$ cat src/verilog/omc_map.vh
`ifndef OMC_MAP_VH
`define OMC_MAP_VH
// ====================================================================
// byte values
`define OMC_ESC        8'h0F
`define OMC_ESC3_A     8'h38
`define OMC_ESC3_B     8'h3A
`define OMC_PFX_OPSZ   8'h66
`define OMC_PFX_F2     8'hF2
`define OMC_PFX_F3     8'hF3
`define OMC_FAULT_A    8'h0B
`define OMC_FAULT_B    8'hB9
`define OMC_REXPFX_HI  4'h4
`define OMC_MOD_REG    2'h3
`define OMC_MOD_MEM    2'h0
`define OMC_RM_DISP32  3'h5
`define OMC_RM_SIB     3'h4
// ====================================================================
// map selector codes
`define OMC_MAP_ONE    2'h0
`define OMC_MAP_TWO    2'h1
`define OMC_MAP_3A     2'h2
`define OMC_MAP_3B     2'h3
// ====================================================================
// attribute flag positions in the attribute input
`define OMC_F_SPEC     0
`define OMC_F_GRP      1
`define OMC_F_SHARED   2
`define OMC_F_NOLM     3
`define OMC_F_LMONLY   4
`define OMC_F_DEF64    5
`define OMC_F_FRC64    6
`define OMC_F_IMM8     7
`define OMC_ATTR_W     8
// ====================================================================
// operand size codes
`define OMC_OSZ_16     2'h0
`define OMC_OSZ_32     2'h1
`define OMC_OSZ_64     2'h2
// length counters
`define OMC_DISP32_LEN 3'h4
`define OMC_IMM8_LEN   3'h1
`endif

$ cat src/verilog/omc_opcode_map_classifier.v
`timescale 1ns/100ps
// Notes on behaviour
// - 0FH escape selects the two-byte map
// - second byte nibbles give row and column
// - mandatory prefix then 0FH then index byte
// - 0F 38/3A goes to three-byte escape
// - 0F38/0F3A third byte indexes three-byte map
// - prefixed three-byte form, fourth byte indexes
// - three-byte entries always take specifier byte
// - prefixes and no-operand entries take no specifier
// - some entries use specifier reg as extension
// - group entries take bits 5..3 as extension
// - 0F0B and 0FB9 raise invalid opcode fault
// - shared opcodes resolved by specifier byte value
// - not-valid-long-mode entries invalid in 64-bit mode
// - bytes 40..4F are extension prefixes in 64-bit
// - long-mode-only entries valid only in 64-bit
// - default-wide entries use 64-bit size in 64-bit
// - forced-wide entries ignore operand size prefix in 64-bit
// - specifier 05H expects 32-bit displacement; reg 000 accumulator
// - immediate byte follows the displacement bytes
// - specifier C1H is register-direct, reg and r/m vectors
`include "omc_map.vh"

module omc_opcode_map_classifier #(
  parameter ATTR_W = `OMC_ATTR_W
) (
  input  wire              i_core_clk,
  input  wire              i_resetn,
  input  wire              i_byte_valid,
  input  wire [7:0]        i_byte,
  input  wire              i_long_mode,
  input  wire              i_is_prefix,
  input  wire [ATTR_W-1:0] i_attr,
  output wire [1:0]        o_lookup_map,
  output wire [7:0]        o_lookup_index,
  output reg               o_done,
  output reg  [1:0]        o_map,
  output reg  [3:0]        o_row,
  output reg  [3:0]        o_col,
  output reg  [7:0]        o_mandatory_prefix,
  output reg               o_has_spec,
  output reg  [7:0]        o_spec_byte,
  output reg               o_ext_valid,
  output reg  [2:0]        o_ext,
  output reg               o_shared,
  output reg               o_reg_direct,
  output reg  [2:0]        o_spec_reg,
  output reg  [2:0]        o_spec_rm,
  output reg  [3:0]        o_rex,
  output reg  [1:0]        o_opsize,
  output reg               o_fault,
  output reg  [3:0]        o_length,
  output reg  [31:0]       o_disp,
  output reg  [7:0]        o_imm
);

  // ==================================================================
  // states
  localparam [6:0] ST_OP    = 7'h01;
  localparam [6:0] ST_ESC   = 7'h02;
  localparam [6:0] ST_ESC3  = 7'h04;
  localparam [6:0] ST_SPEC  = 7'h08;
  localparam [6:0] ST_DISP  = 7'h10;
  localparam [6:0] ST_IMM   = 7'h20;
  localparam [6:0] ST_FIN   = 7'h40;

  reg [6:0]        state_r;
  reg [1:0]        map_r;
  reg [7:0]        pfx_r;
  reg              opsz_r;
  reg [3:0]        rex_r;
  reg [3:0]        len_r;
  reg [ATTR_W-1:0] attr_r;
  reg [2:0]        disp_cnt_r;
  reg [31:0]       disp_r;
  // staged result, published only with the done pulse
  reg [1:0]        res_map_r;
  reg [3:0]        res_row_r;
  reg [3:0]        res_col_r;
  reg              res_fault_r;
  reg [1:0]        res_osz_r;

  // ==================================================================
  // lookup request: map and index of the byte now presented
  assign o_lookup_map   = (state_r == ST_ESC) ? `OMC_MAP_TWO :
                          (state_r == ST_ESC3) ? map_r : `OMC_MAP_ONE;
  assign o_lookup_index = i_byte;

  wire is_mand = (i_byte == `OMC_PFX_OPSZ) || (i_byte == `OMC_PFX_F2) ||
                 (i_byte == `OMC_PFX_F3);
  wire is_rex  = i_long_mode && (i_byte[7:4] == `OMC_REXPFX_HI);
  wire [1:0] mod_f = i_byte[7:6];
  wire [2:0] rm_f  = i_byte[2:0];
  wire need_disp = (mod_f == `OMC_MOD_MEM) && (rm_f == `OMC_RM_DISP32);

  // attribute-driven validity and size for the current entry
  wire inval_lm = i_long_mode && i_attr[`OMC_F_NOLM];
  wire inval_lo = !i_long_mode && i_attr[`OMC_F_LMONLY];

  function [1:0] size_of;
    input lm;
    input opsz;
    input [ATTR_W-1:0] a;
    begin
      if (lm && (a[`OMC_F_FRC64] || a[`OMC_F_DEF64]))
        size_of = `OMC_OSZ_64;
      else if (opsz)
        size_of = `OMC_OSZ_16;
      else
        size_of = `OMC_OSZ_32;
    end
  endfunction

  // classification of the opcode byte now presented
  wire [1:0] stg_map   = o_lookup_map;
  wire       stg_fault = inval_lm || inval_lo ||
                         ((state_r == ST_ESC) &&
                          ((i_byte == `OMC_FAULT_A) || (i_byte == `OMC_FAULT_B)));
  wire [1:0] stg_osz   = size_of(i_long_mode, opsz_r, i_attr);

  // ==================================================================
  // sequencer
  always @(posedge i_core_clk) begin
    if (!i_resetn) begin
      state_r            <= ST_OP;
      map_r              <= `OMC_MAP_ONE;
      pfx_r              <= 8'h00;
      opsz_r             <= 1'b0;
      rex_r              <= 4'h0;
      len_r              <= 4'h0;
      attr_r             <= {ATTR_W{1'b0}};
      disp_cnt_r         <= 3'h0;
      disp_r             <= 32'h0000_0000;
      res_map_r          <= `OMC_MAP_ONE;
      res_row_r          <= 4'h0;
      res_col_r          <= 4'h0;
      res_fault_r        <= 1'b0;
      res_osz_r          <= `OMC_OSZ_32;
      o_done             <= 1'b0;
      o_map              <= `OMC_MAP_ONE;
      o_row              <= 4'h0;
      o_col              <= 4'h0;
      o_mandatory_prefix <= 8'h00;
      o_has_spec         <= 1'b0;
      o_spec_byte        <= 8'h00;
      o_ext_valid        <= 1'b0;
      o_ext              <= 3'h0;
      o_shared           <= 1'b0;
      o_reg_direct       <= 1'b0;
      o_spec_reg         <= 3'h0;
      o_spec_rm          <= 3'h0;
      o_rex              <= 4'h0;
      o_opsize           <= `OMC_OSZ_32;
      o_fault            <= 1'b0;
      o_length           <= 4'h0;
      o_disp             <= 32'h0000_0000;
      o_imm              <= 8'h00;
    end else begin
      o_done <= 1'b0;
      if (state_r == ST_FIN) begin
        // one-cycle result pulse already issued; restart
        state_r <= ST_OP;
      end else if (i_byte_valid) begin
        len_r <= len_r + 4'h1;
        case (state_r)
          ST_OP: begin
            if (i_byte == `OMC_ESC) begin
              state_r <= ST_ESC;
            end else if (is_rex) begin
              rex_r <= i_byte[3:0];
            end else if (is_mand && (rex_r == 4'h0)) begin
              if (i_byte == `OMC_PFX_OPSZ)
                opsz_r <= 1'b1;
              else
                pfx_r <= i_byte;
              if (pfx_r == 8'h00 && i_byte == `OMC_PFX_OPSZ)
                pfx_r <= i_byte;
            end else if (i_is_prefix) begin
              rex_r <= 4'h0;
            end else begin
              map_r       <= `OMC_MAP_ONE;
              attr_r      <= i_attr;
              res_map_r   <= stg_map;
              res_row_r   <= i_byte[7:4];
              res_col_r   <= i_byte[3:0];
              res_fault_r <= stg_fault;
              res_osz_r   <= stg_osz;
              state_r  <= i_attr[`OMC_F_SPEC] ? ST_SPEC :
                          (i_attr[`OMC_F_IMM8] ? ST_IMM : ST_FIN);
            end
          end
          ST_ESC: begin
            if (i_byte == `OMC_ESC3_A || i_byte == `OMC_ESC3_B) begin
              map_r   <= (i_byte == `OMC_ESC3_A) ? `OMC_MAP_3A : `OMC_MAP_3B;
              state_r <= ST_ESC3;
            end else begin
              map_r       <= `OMC_MAP_TWO;
              attr_r      <= i_attr;
              res_map_r   <= stg_map;
              res_row_r   <= i_byte[7:4];
              res_col_r   <= i_byte[3:0];
              res_fault_r <= stg_fault;
              res_osz_r   <= stg_osz;
              state_r  <= i_attr[`OMC_F_SPEC] ? ST_SPEC :
                          (i_attr[`OMC_F_IMM8] ? ST_IMM : ST_FIN);
            end
          end
          ST_ESC3: begin
            attr_r      <= i_attr;
            res_map_r   <= stg_map;
            res_row_r   <= i_byte[7:4];
            res_col_r   <= i_byte[3:0];
            res_fault_r <= stg_fault;
            res_osz_r   <= stg_osz;
            state_r  <= ST_SPEC;
          end
          ST_SPEC: begin
            o_has_spec   <= 1'b1;
            o_spec_byte  <= i_byte;
            o_spec_reg   <= i_byte[5:3];
            o_spec_rm    <= rm_f;
            o_reg_direct <= (mod_f == `OMC_MOD_REG);
            o_ext_valid  <= attr_r[`OMC_F_GRP];
            o_ext        <= i_byte[5:3];
            o_shared     <= attr_r[`OMC_F_SHARED];
            disp_cnt_r   <= `OMC_DISP32_LEN;
            if (need_disp)
              state_r <= ST_DISP;
            else if (attr_r[`OMC_F_IMM8])
              state_r <= ST_IMM;
            else
              state_r <= ST_FIN;
          end
          ST_DISP: begin
            // little-endian gathering of the 32-bit displacement
            disp_r     <= {i_byte, disp_r[31:8]};
            disp_cnt_r <= disp_cnt_r - 3'h1;
            if (disp_cnt_r == 3'h1)
              state_r <= attr_r[`OMC_F_IMM8] ? ST_IMM : ST_FIN;
          end
          ST_IMM: begin
            o_imm   <= i_byte;
            state_r <= ST_FIN;
          end
          default: begin
            state_r <= ST_OP;
          end
        endcase
      end
      // publish the instruction on entry to the final state
      if (state_r != ST_FIN && i_byte_valid) begin
        if ((state_r == ST_IMM) ||
            (state_r == ST_DISP && disp_cnt_r == 3'h1 && !attr_r[`OMC_F_IMM8]) ||
            (state_r == ST_SPEC && !need_disp && !attr_r[`OMC_F_IMM8]) ||
            ((state_r == ST_OP) && !(i_byte == `OMC_ESC) && !is_rex &&
             !(is_mand && rex_r == 4'h0) && !i_is_prefix &&
             !i_attr[`OMC_F_SPEC] && !i_attr[`OMC_F_IMM8]) ||
            ((state_r == ST_ESC) && !(i_byte == `OMC_ESC3_A) &&
             !(i_byte == `OMC_ESC3_B) && !i_attr[`OMC_F_SPEC] &&
             !i_attr[`OMC_F_IMM8])) begin
          o_done             <= 1'b1;
          o_length           <= len_r + 4'h1;
          o_mandatory_prefix <= pfx_r;
          o_rex              <= rex_r;
          o_disp             <= (state_r == ST_DISP) ? {i_byte, disp_r[31:8]} : disp_r;
          if (state_r == ST_OP || state_r == ST_ESC) begin
            // opcode byte ends the instruction: publish directly
            o_map       <= stg_map;
            o_row       <= i_byte[7:4];
            o_col       <= i_byte[3:0];
            o_fault     <= stg_fault;
            o_opsize    <= stg_osz;
            o_has_spec  <= 1'b0;
            o_ext_valid <= 1'b0;
            o_shared    <= 1'b0;
          end else begin
            o_map    <= res_map_r;
            o_row    <= res_row_r;
            o_col    <= res_col_r;
            o_fault  <= res_fault_r;
            o_opsize <= res_osz_r;
          end
        end
      end
      // clear per-instruction context once the result is out
      if (state_r == ST_FIN) begin
        pfx_r  <= 8'h00;
        opsz_r <= 1'b0;
        rex_r  <= 4'h0;
        len_r  <= 4'h0;
        disp_r <= 32'h0000_0000;
      end
    end
  end

endmodule // omc_opcode_map_classifier

$ cat config.mk
export PLATFORM = sky130hd
export DESIGN_NAME = omc_opcode_map_classifier
export DESIGN_NICKNAME = d
export VERILOG_FILES = /design/src/verilog/omc_opcode_map_classifier.v
export VERILOG_INCLUDE_DIRS = /design/src /design/src/verilog
export SDC_FILE = /design/constraint.sdc
export NUM_CORES = 1
export LEC_CHECK = 0
export ABC_AREA = 1
export BUFFER_PORTS_ARGS = -buffer_cell sky130_fd_sc_hd__buf_4
export CAP_MARGIN = 0
export CELL_PAD_IN_SITES_DETAIL_PLACEMENT = 1
export CELL_PAD_IN_SITES_GLOBAL_PLACEMENT = 2
export CORE_ASPECT_RATIO = 0.6
export CORE_UTILIZATION = 31
export DETAILED_ROUTE_END_ITERATION = 12
export GPL_TIMING_DRIVEN = 0
export PLACE_DENSITY = 0.83
export SYNTH_ARGS = -nofsm -noshare
export SYNTH_HDL_FRONTEND = slang
export SYNTH_SLANG_ARGS = --single-unit
$ cat constraint.sdc
create_clock -name i_core_clk -period 2.11 [get_ports i_core_clk]
set_input_delay 0.211 -clock i_core_clk [delete_from_list [all_inputs] [get_ports i_core_clk]]
set_output_delay 0.211 -clock i_core_clk [all_outputs]
set_load 0.05 [all_outputs]
==> flow_metrics.py, run 1 <==
metrics = {
    "run_status": {
        "status": "completed",
    },
    "yosys": {
        "synth_top_area_cell": "dfxtp_1",
        "netlist_area_mm2": 0.00729,
        "synth_edf_count": 0,
        "synth_compound_area_share_pct": 10.3,
        "postSynthCellCount": 1022,
        "yosysSeqAreaShare_pct": 43.6,
        "syn_area_per_cell_um2": 7.14,
        "yosysTopAreaCellShare_pct": 43.6,
        "synth.area.mux_share_pct": 2.35,
        "synth_cell_type_count": 32,
        "synth-xor-area-share_pct": 0.360,
        "synth-seq-cells": 159,
        "synthSimpleGateAreaFrac_pct": 31.6,
        "synthFlopType": "dfxtp_1",
        "synthArstFlopShare_pct": 0,
        "synth_most_common_cell": "nand2_1",
        "synth_fa_ha_area_share_pct": 0.515,
        "ys_warn_count": 0,
        "synth_top_family_by_area": "simple AND/OR/NAND/NOR gates",
        "synth_common_cells": "nand2_1, nor2_1, dfxtp_1, nand3_1, inv_1",
        "yosys-top-cells-area": "dfxtp_1, nand2_1, nor2_1",
        "synth_nets": 1046,
    },
    "setup_path": {
        "critPathKind": "register to register",
        "crit_path_end_kind": "register",
        "cp_data_required_time_ns": 2.45,
        "crit_fanout": 10,
        "cp.arrival_ns": 2.31,
        "startpoint_type": "register",
    },
    "global_route": {
        "grt_pass1_wl_um": 40800,
        "grt_max_degree": 17,
        "overflow": 0,
        "grt_usage_pct": 22.9,
        "antenna_found_initial": 1,
        "grt_pass1_vias": 6881,
    },
    "sta": {
        "hold_violations": 0,
        "fin_crit_sh_pct": 93.1,
        "rsz0062_at_grt": "no",
        "finalSetupViolCount": 0,
        "final.min_clock_period_ns": 1.96,
        "finalSetupTns_ns": 0,
        "worst_slew_pin_slew_ns": 0.797,
        "relSlewSlack_pct": 46.9,
        "drv_slew": 0,
        "clock_skew_ns": 0.00961,
        "max_clock_freq_mhz": 509,
        "holdWs_ns": 0.0577,
    },
    "floorplan": {
        "rows": 43,
        "die_area_mm2": 0.0242,
        "coreArea_mm2": 0.0231,
        "die_h_um": 121,
        "die_w_um": 200,
        "pin_count": 122,
        "initial_core_util_pct": 31.6,
    },
    "pwr": {
        "ir_drop_v": 0.000598,
        "p_per_area_mw_per_mm2": 951,
        "leakagePower_nw": 4.27,
    },
    "layout": {
        "utilization_pct": 40.6,
        "fill_cells": 2909,
        "diodes": 0,
        "final_nets": 1190,
        "syn_to_final_growth_pct": 28.5,
        "drive_gt1_share_pct": 21.8,
        "fin_cells": 1494,
    },
    "place": {
        "numPortBuffers": 117,
        "numPlacedInstances": 1454,
        "gp_congestion": 0.854,
        "dp_hpwl_um": 20100,
    },
    "drt": {
        "drt_iter0_drc": 390,
        "wire_per_inst_um": 17.5,
        "drcViolationCount": 0,
        "antenna_left": 0,
        "first_pass_iters": 4,
        "viasPerCell": 4.74,
        "vias": 7085,
        "totalWireLength_um": 26100,
    },
    "clocking": {
        "path_clk_slew_ns": 0.07,
        "cts-htree-levels": 4,
        "cts.path.max_buffers": 2,
        "numCtsBuffers": 17,
        "root_buffer": "clkbuf_16",
        "tritoncts": "done",
        "cts_num_sinks": 159,
        "clk-insertion-delay-late_ns": 0.45,
        "postCtsHoldBufs": 0,
    },
    "run": {
        "cap_viol_max_count": 0,
    },
    "worst_hold_path": {
        "hp-class": "input port to register",
    },
}
==> path summary, 6_finish.rpt <==
path / startpoint / end / slack [ns] / cells after the start
max reg2reg: state_r[3] / o_map[0] / 0.15 / 12
min: i_attr[1] / attr_r[1] / 0.06 / 3
min reg2reg: attr_r[2] / attr_r[2] / 0.46 / 2
max: state_r[3] / o_map[0] / 0.15 / 12
==> cells by family after synthesis <==
logic type,after synthesis
buffers and inverters,169
xor gates and xnor gates,3
and+or+nand+nor,540
adders and majority gates,3
AOI/OAI and AO/OA,131
DFF,159
muxes,17
==> registers in the layout (all words and copies together) (netlist names), 7 cells and up <==
| register | flops |
|---|---|
| pfx_r | 8 |
| disp_r | 32 |
| o_spec_byte | 8 |
| o_disp | 32 |
| o_mandatory_prefix | 8 |
| state_r | 7 |
| o_imm | 8 |
==> worst max-delay path, cell delays in order (launching register included) <==
cell and delay (ns):
dfxtp_1 0.35, nor2_4 0.15, nand2_1 0.10, nor2_4 0.22, nand2_2 0.13, nor2_1 0.13, nand3_1 0.13, nand2_4 0.13
buf_12 0.13, buf_6 0.14, nand3_1 0.07, nand2_1 0.11, nor2_1 0.05
==> where the power goes <==
group	internal, W	switching [W]
Sequential	0.00323	0.000148
Clock	0.00210	0.00134
Combinational	0.000662	0.00144
Total	0.00599	0.00292
==> what timing repair did <==
action	4_1_cts	5_1_grt
cloned	0	0
pin swaps	1	4
setup endpoints to repair	62	120
gates resized for setup	5	43
setup buffers	0	9
==> cells in the final DEF (no fill, tap or decap), types with 5 or more instances in the layout <==
cell,n
buf_1,7
inv_1,83
clkbuf_1,14
nand3b_1,13
nor3_1,5
nand4_1,5
nor2_1,179
nand2_2,8
buf_2,11
o211ai_1,32
nor2_2,7
dfxtp_1,158
mux2i_1,15
buf_4,144
a21oi_1,44
bufinv_16,5
nand2_1,218
clkbuf_2,12
o21ai_0,43
nand3_1,90
clkbuf_16,17
buf_6,14
nor2_4,5
inv_2,9
==> metal layers <==
layer	vias to the layer above	track usage (%)	share of wire, %
met5	-	0	0.046
met4	2	6.01	1.1
met3	24	6.69	5.6
met2	147	29.9	37
met1	3368	35.4	56
li1	3544	-	-
==> through the flow <==
step	power [W]	setup slack (ns)	cell area [µm²]
after floorplan	0.00482	0.254	7290
after global placement	0.00544	-0.309	8570
after detailed placement	0.00547	-0.297	8570
after CTS	0.00889	-0.0296	9210
after global routing	0.00932	0.00606	9370
final	0.00891	0.146	9370
==> cell type report <==
type / instances / area (µm²) / area share [%]
Inverter: 92 / 345 / 3.68
Buffer: 76 / 498 / 5.31
Clock buffer: 21 / 440 / 4.70
Multi-Input combinational cell: 694 / 3360 / 35.8
Timing Repair Buffer: 126 / 962 / 10.3
Tap cell: 315 / 394 / 4.21
Sequential cell: 159 / 3180 / 34.0
Clock inverter: 11 / 189 / 2.02
Note: power is estimated with default switching activity, not from simulation.
==> run 2, diff against run 1 <==
Settings changed: ABC_AREA 1 to unset, CORE_UTILIZATION 31 to 34, PLACE_DENSITY 0.83 to 0.84.
==> flow_metrics.py, run 2 <==
metrics = {
    "pwr": {
        "p_per_area_mw_per_mm2": 744,
        "ir_drop_v": 0.000603,
        "power.total_w": 0.00796,
        "leakagePower_nw": 4.67,
    },
    "drt": {
        "wire_per_inst_um": 21.8,
        "first_pass_iters": 5,
        "totalWireLength_um": 27900,
        "vias": 6877,
        "drt_iter0_drc": 638,
        "antenna_left": 0,
        "drcViolationCount": 0,
        "viasPerCell": 5.38,
    },
    "clocking": {
        "tritoncts": "done",
        "postCtsHoldBufs": 0,
        "path_clk_slew_ns": 0.07,
        "cts-htree-levels": 4,
        "clk-insertion-delay-late_ns": 0.44,
        "cts.path.max_buffers": 2,
        "numCtsBuffers": 17,
        "root_buffer": "clkbuf_16",
        "cts_num_sinks": 159,
    },
    "sta": {
        "worst_slew_pin_slew_ns": 0.898,
        "hold_violations": 0,
        "final.min_clock_period_ns": 2.47,
        "max_clock_freq_mhz": 406,
        "fin_crit_sh_pct": 117,
        "finalSetupViolCount": 146,
        "setup_slack_ns": -0.356,
        "drv_slew": 0,
        "clock_skew_ns": 0.0113,
        "finalSetupTns_ns": -31.26,
        "holdWs_ns": 0.0128,
        "rsz0062_at_grt": "yes",
        "relSlewSlack_pct": 40.2,
    },
    "yosys": {
        "synth-seq-cells": 159,
        "yosys-top-cells-area": "dfxtp_1, mux2i_1, nand2_1",
        "synthFlopType": "dfxtp_1",
        "synthArstFlopShare_pct": 0,
        "ys_warn_count": 0,
        "synth_top_area_cell": "dfxtp_1",
        "syn_area_per_cell_um2": 8.81,
        "synth_common_cells": "dfxtp_1, nand2_1, mux2i_1, a21oi_1, o211a_1",
        "synth_nets": 814,
        "synth_edf_count": 0,
        "postSynthCellCount": 790,
        "synth_most_common_cell": "dfxtp_1",
        "yosysSeqAreaShare_pct": 45.7,
        "yosysTopAreaCellShare_pct": 45.7,
        "netlist_area_mm2": 0.00696,
        "synth_cell_type_count": 58,
    },
    "worst_hold_path": {
        "hp-start": "i_attr[2]",
        "whs_path_depth": 3,
        "hp-class": "input port to register",
        "hold_path_end": "attr_r[2]",
    },
    "global_route": {
        "overflow": 0,
        "grt_pass1_wl_um": 39500,
        "grt_usage_pct": 24.5,
        "grt_pass1_vias": 6683,
        "antenna_found_initial": 0,
        "grt_max_degree": 17,
    },
    "layout": {
        "final_common_cell": "buf_4",
        "final_nets": 1017,
        "drive_gt1_share_pct": 44.2,
        "final_cell_area_mm2": 0.0107,
        "largest_registers": "disp_r x32, o_disp x32",
        "diodes": 0,
        "mostFrequentLayoutCells": "buf_4, dfxtp_1, nand2_1, mux2i_1, o211a_1",
        "syn_to_final_growth_pct": 53.6,
        "fin_cells": 1279,
        "fill_cells": 2223,
    },
    "setup_path": {
        "timing.rr.end": "o_disp[5]",
        "startpoint_type": "register",
        "critPathKind": "register to register",
        "r2r_slack_ns": -0.36,
        "crit_path_end_kind": "register",
        "regToRegStartpoint": "state_r[2]",
        "cp.arrival_ns": 2.79,
        "cp_data_required_time_ns": 2.44,
        "crit_fanout": 6,
        "worstRegToRegCells": 10,
    },
    "floorplan": {
        "die_area_mm2": 0.0211,
        "die_w_um": 187,
        "initial_core_util_pct": 34.8,
        "rows": 40,
        "pin_count": 122,
        "die_h_um": 113,
        "coreArea_mm2": 0.0200,
    },
    "run_status": {
        "status": "finished, violations left",
        "violations": "setup timing",
    },
    "place": {
        "dpl_cell_area_mm2": 0.00831,
        "numPlacedInstances": 1181,
        "numPortBuffers": 118,
        "dp_hpwl_um": 17400,
        "gp_congestion": 0.943,
    },
    "run": {
        "cap_viol_max_count": 0,
    },
}
## run 2: cell types whose count changed in the layout (fill, tap and decap cells not counted), moves of 27 or more
cell,change
mux2i_1,+46
nor2_1,-149
nand2_1,-113
nand2_2,+31
o211a_1,+42
o21ai_0,-38
o211ai_1,-30
nand3_1,-65
buf_4,+27
inv_1,-77
## run 2: worst max-delay path, cell delays in order (launching register included)
cell,delay [ns]
dfxtp_4,0.35
buf_6,0.12
or4b_4,0.56
a2111oi_4,0.32
o21ai_2,0.12
a31oi_4,0.23
buf_12,0.16
buf_12,0.14
clkbuf_16,0.16
nand2_2,0.05
o211a_1,0.12
## run 2: layout make-up
type | instances | area (µm²) | share of cell area, %
multi-input cells | 542 | 4100 | 38.3
flip-flops and latches | 159 | 3200 | 29.9
repair buffers | 190 | 1790 | 16.7
plain buffers | 77 | 667 | 6.23
clock buffers | 19 | 453 | 4.23
well taps | 273 | 342 | 3.19
clock inverters | 13 | 129 | 1.20
inverters | 6 | 22.5 | 0.211
## run 2: worst max-delay path by stage
stage | slack [ns] | from | to | depth (start not counted)
5_1_grt | -0.42 | state_r[3] | o_disp[31] | 9
3_3_place_gp | -1.07 | i_byte[4] | res_row_r[3] | 8
6_report | -0.36 | state_r[2] | o_disp[5] | 10
3_5_place_dp | -1.09 | i_byte[4] | attr_r[2] | 8
4_1_cts | -0.28 | state_r[1] | o_disp[24] | 10
2_1_floorplan | -0.04 | state_r[2] | o_col[3] | 9
## run 2: routing by layer
layer	GRT usage, %	routed length [µm]	vias to the layer above
li1	-	-	3149
met1	37.3	14300	3476
met2	34.7	11700	233
met3	5.15	1760	19
met4	6.12	175	0
met5	0	0	-
## run 2: repair_timing
item	in CTS	in global routing
gates resized for setup	135	187
endpoints found under the setup margin	159	157
setup buffers	32	22
cloned	5	14
pin swaps	21	52
## run 2: power by group
part,internal (W),leakage [nW],switching (W)
registers,0.00311,1.29,0.0000931
clock network,0.00171,0.280,0.00139
logic,0.000638,3.10,0.00101
## run 2: logic make-up (layout without fill, tap and decap cells)
logic type      Yosys count  after routing  share of synthesized area (%)
simple gates            303            303                           20.3
buf+inv                  89            305                           6.65
flops                   159            159                           45.7
fa+ha+maj                 3              3                          0.539
compound gates          166            166                           16.9
xor+xnor                  6              6                          0.755
mux                      64             64                           9.20
## run 2: through the flow
| stage | utilization [%] | worst slack [ns] |
|---|---|---|
| finish | 53.4 | -0.356 |
| CTS | 48.1 | -0.279 |
| floorplan | - | -0.0362 |
| global route | 53.4 | -0.422 |
| global placement | 41.5 | -1.07 |
| detailed placement | 41.5 | -1.09 |
==> run 3, diff against run 2 <==
Settings changed: ABC_AREA set to 1, CORE_UTILIZATION 34 to 31, GPL_TIMING_DRIVEN 0 to unset, PLACE_DENSITY 0.84 to 0.83.
==> flow_metrics.py, run 3 (same netlist as run 1, synthesis figures left out) <==
metrics = {
    "run_status": {
        "status": "completed",
    },
    "sta": {
        "max_clock_freq_mhz": 483,
        "final.min_clock_period_ns": 2.07,
        "fin_crit_sh_pct": 98.1,
        "worst_slew_pin_slew_ns": 0.659,
        "finalSetupViolCount": 0,
        "drv_slew": 0,
        "rsz0062_at_grt": "yes",
        "relSlewSlack_pct": 55.6,
        "holdWs_ns": 0.0601,
        "hold_violations": 0,
        "clock_skew_ns": 0.0177,
    },
    "drt": {
        "drt_iter0_drc": 402,
        "antenna_left": 0,
        "vias": 6874,
        "viasPerCell": 4.72,
        "first_pass_iters": 4,
        "wire_per_inst_um": 16.5,
        "totalWireLength_um": 24000,
        "drcViolationCount": 0,
    },
    "setup_path": {
        "regToRegStartpoint": "state_r[5]",
        "crit_family": "simple AND/OR/NAND/NOR gates",
        "timing.rr.end": "res_row_r[1]",
        "critPathKind": "register to primary output",
        "crit_fanout": 4,
        "cp_data_required_time_ns": 1.90,
        "crit_path_end_kind": "primary output",
        "r2r_slack_ns": 0.13,
        "slowest_delay_ns": 0.34,
        "cp_cell_sequence": "inv_2 > nand3_2 > inv_1 > nand4_1 > nor2_1 > buf_4",
        "worstRegToRegCells": 10,
        "cp_slowest_cell": "dfxtp_1",
        "cp.arrival_ns": 1.86,
        "startpoint_type": "register",
        "cp_num_buf_inv": 3,
    },
    "floorplan": {
        "die_area_mm2": 0.0242,
        "initial_core_util_pct": 31.6,
        "pin_count": 122,
        "die_h_um": 121,
        "rows": 43,
        "die_w_um": 200,
        "coreArea_mm2": 0.0231,
    },
    "place": {
        "gp_congestion": 0.837,
        "numPortBuffers": 121,
        "dpl_cell_area_mm2": 0.00848,
        "dp_hpwl_um": 17600,
    },
    "clocking": {
        "clk-insertion-delay-late_ns": 0.44,
        "tritoncts": "done",
        "postCtsHoldBufs": 0,
        "root_buffer": "clkbuf_16",
        "numCtsBuffers": 17,
        "cts-htree-levels": 4,
        "path_clk_slew_ns": 0.06,
        "cts.path.max_buffers": 2,
        "cts_num_sinks": 159,
    },
    "global_route": {
        "antenna_found_initial": 0,
        "grt_max_degree": 55,
        "grt_usage_pct": 20.6,
        "overflow": 0,
        "grt_pass1_vias": 6703,
        "grt_pass1_wl_um": 37800,
    },
    "worst_hold_path": {
        "whs_path_depth": 3,
        "hp-start": "i_attr[1]",
        "hold_path_end": "attr_r[1]",
        "hp-class": "input port to register",
    },
    "layout": {
        "diodes": 0,
        "mostFrequentLayoutCells": "nand2_1, nor2_1, dfxtp_1, buf_4, nand3_1",
        "syn_to_final_growth_pct": 25.0,
        "fill_cells": 2882,
        "largest_registers": "disp_r x32, o_disp x32",
        "final_common_cell": "nand2_1",
        "final_cell_area_mm2": 0.00912,
        "utilization_pct": 39.5,
        "final_nets": 1153,
        "drive_gt1_share_pct": 20.1,
    },
    "run": {
        "cap_viol_max_count": 0,
    },
    "pwr": {
        "ir_drop_v": 0.000474,
        "leakagePower_nw": 4.12,
        "p_per_area_mw_per_mm2": 926,
    },
}
[run 3: cell count changes in the layout (fill, tap and decap cells not counted), moves of 27 or more]
cell      change
nand2_1     +115
nand3_1      +66
mux2i_1      -45
a21oi_1      +27
o21ai_0      +40
inv_1        +76
nor2_1      +151
nand2_2      -33
o211ai_1     +30
o211a_1      -42
[run 3: area by class of cell]
| type | count | area [µm²] | share of cell area (%) |
|---|---|---|---|
| repair buffers | 164 | 1300 | 14.3 |
| clock buffers | 22 | 454 | 4.98 |
| inverters | 92 | 349 | 3.83 |
| clock inverters | 10 | 113 | 1.23 |
| multi-input cells | 694 | 3320 | 36.4 |
| well taps | 315 | 394 | 4.32 |
| flip-flops and latches | 159 | 3180 | 34.9 |
| repair inverters | 1 | 7.51 | 0.0823 |
[run 3: worst reg2reg max path, cell delays in order (launching register included)]
cell and delay (ns):
dfxtp_1 0.34, inv_2 0.08, nand3_2 0.16, inv_1 0.09
nand4_1 0.22, nand2_1 0.20, nand2_1 0.11, nor2_4 0.13
buf_4 0.26, nand3_1 0.14, a21oi_1 0.17
[run 3: worst max path at each step]
stage	slack, ns	cells after the start	endpoint	start
floorplan	0.25	7	res_map_r[0]	state_r[6]
global placement	0.17	14	o_length[2]	i_byte[4]
detailed placement	0.13	14	o_mandatory_prefix[7]	i_byte[4]
CTS	0.03	6	o_lookup_map[1]	state_r[5]
global route	-0.06	11	o_mandatory_prefix[6]	state_r[0]
finish	0.04	6	o_lookup_map[1]	state_r[5]
[run 3: power breakdown]
group	internal, W	leakage (nW)	switching, W
clock	0.00177	0.274	0.00128
sequential	0.00323	1.30	0.000148
combinational	0.000619	2.55	0.00140
[run 3: through the flow]
step           total power, W  setup slack (ns)  TNS, ns  instances
4_1_cts               0.00853            0.0267        0       1451
3_3_place_gp          0.00542             0.170        0       1419
3_5_place_dp          0.00545             0.131        0       1419
2_1_floorplan         0.00482             0.254        0       1022
5_1_grt               0.00886           -0.0643    -1.27       1457
6_report              0.00845            0.0400        0       1457
[run 3: timing repair]
action | CTS | global route
pin swaps | 0 | 1
setup endpoints to repair | 1 | 89
hold endpoints to repair | 0 | 0
cloned | 0 | 1
resized for setup | 1 | 9
setup buffers | 0 | 5
[run 3: metal layers]
layer	part of all wire (%)	global-route usage, %	vias to the layer above
met5	0	0	-
met4	0.92	5.06	0
met3	4.6	4.07	15
met2	38	27.4	129
met1	57	32.7	3273
li1	-	-	3457
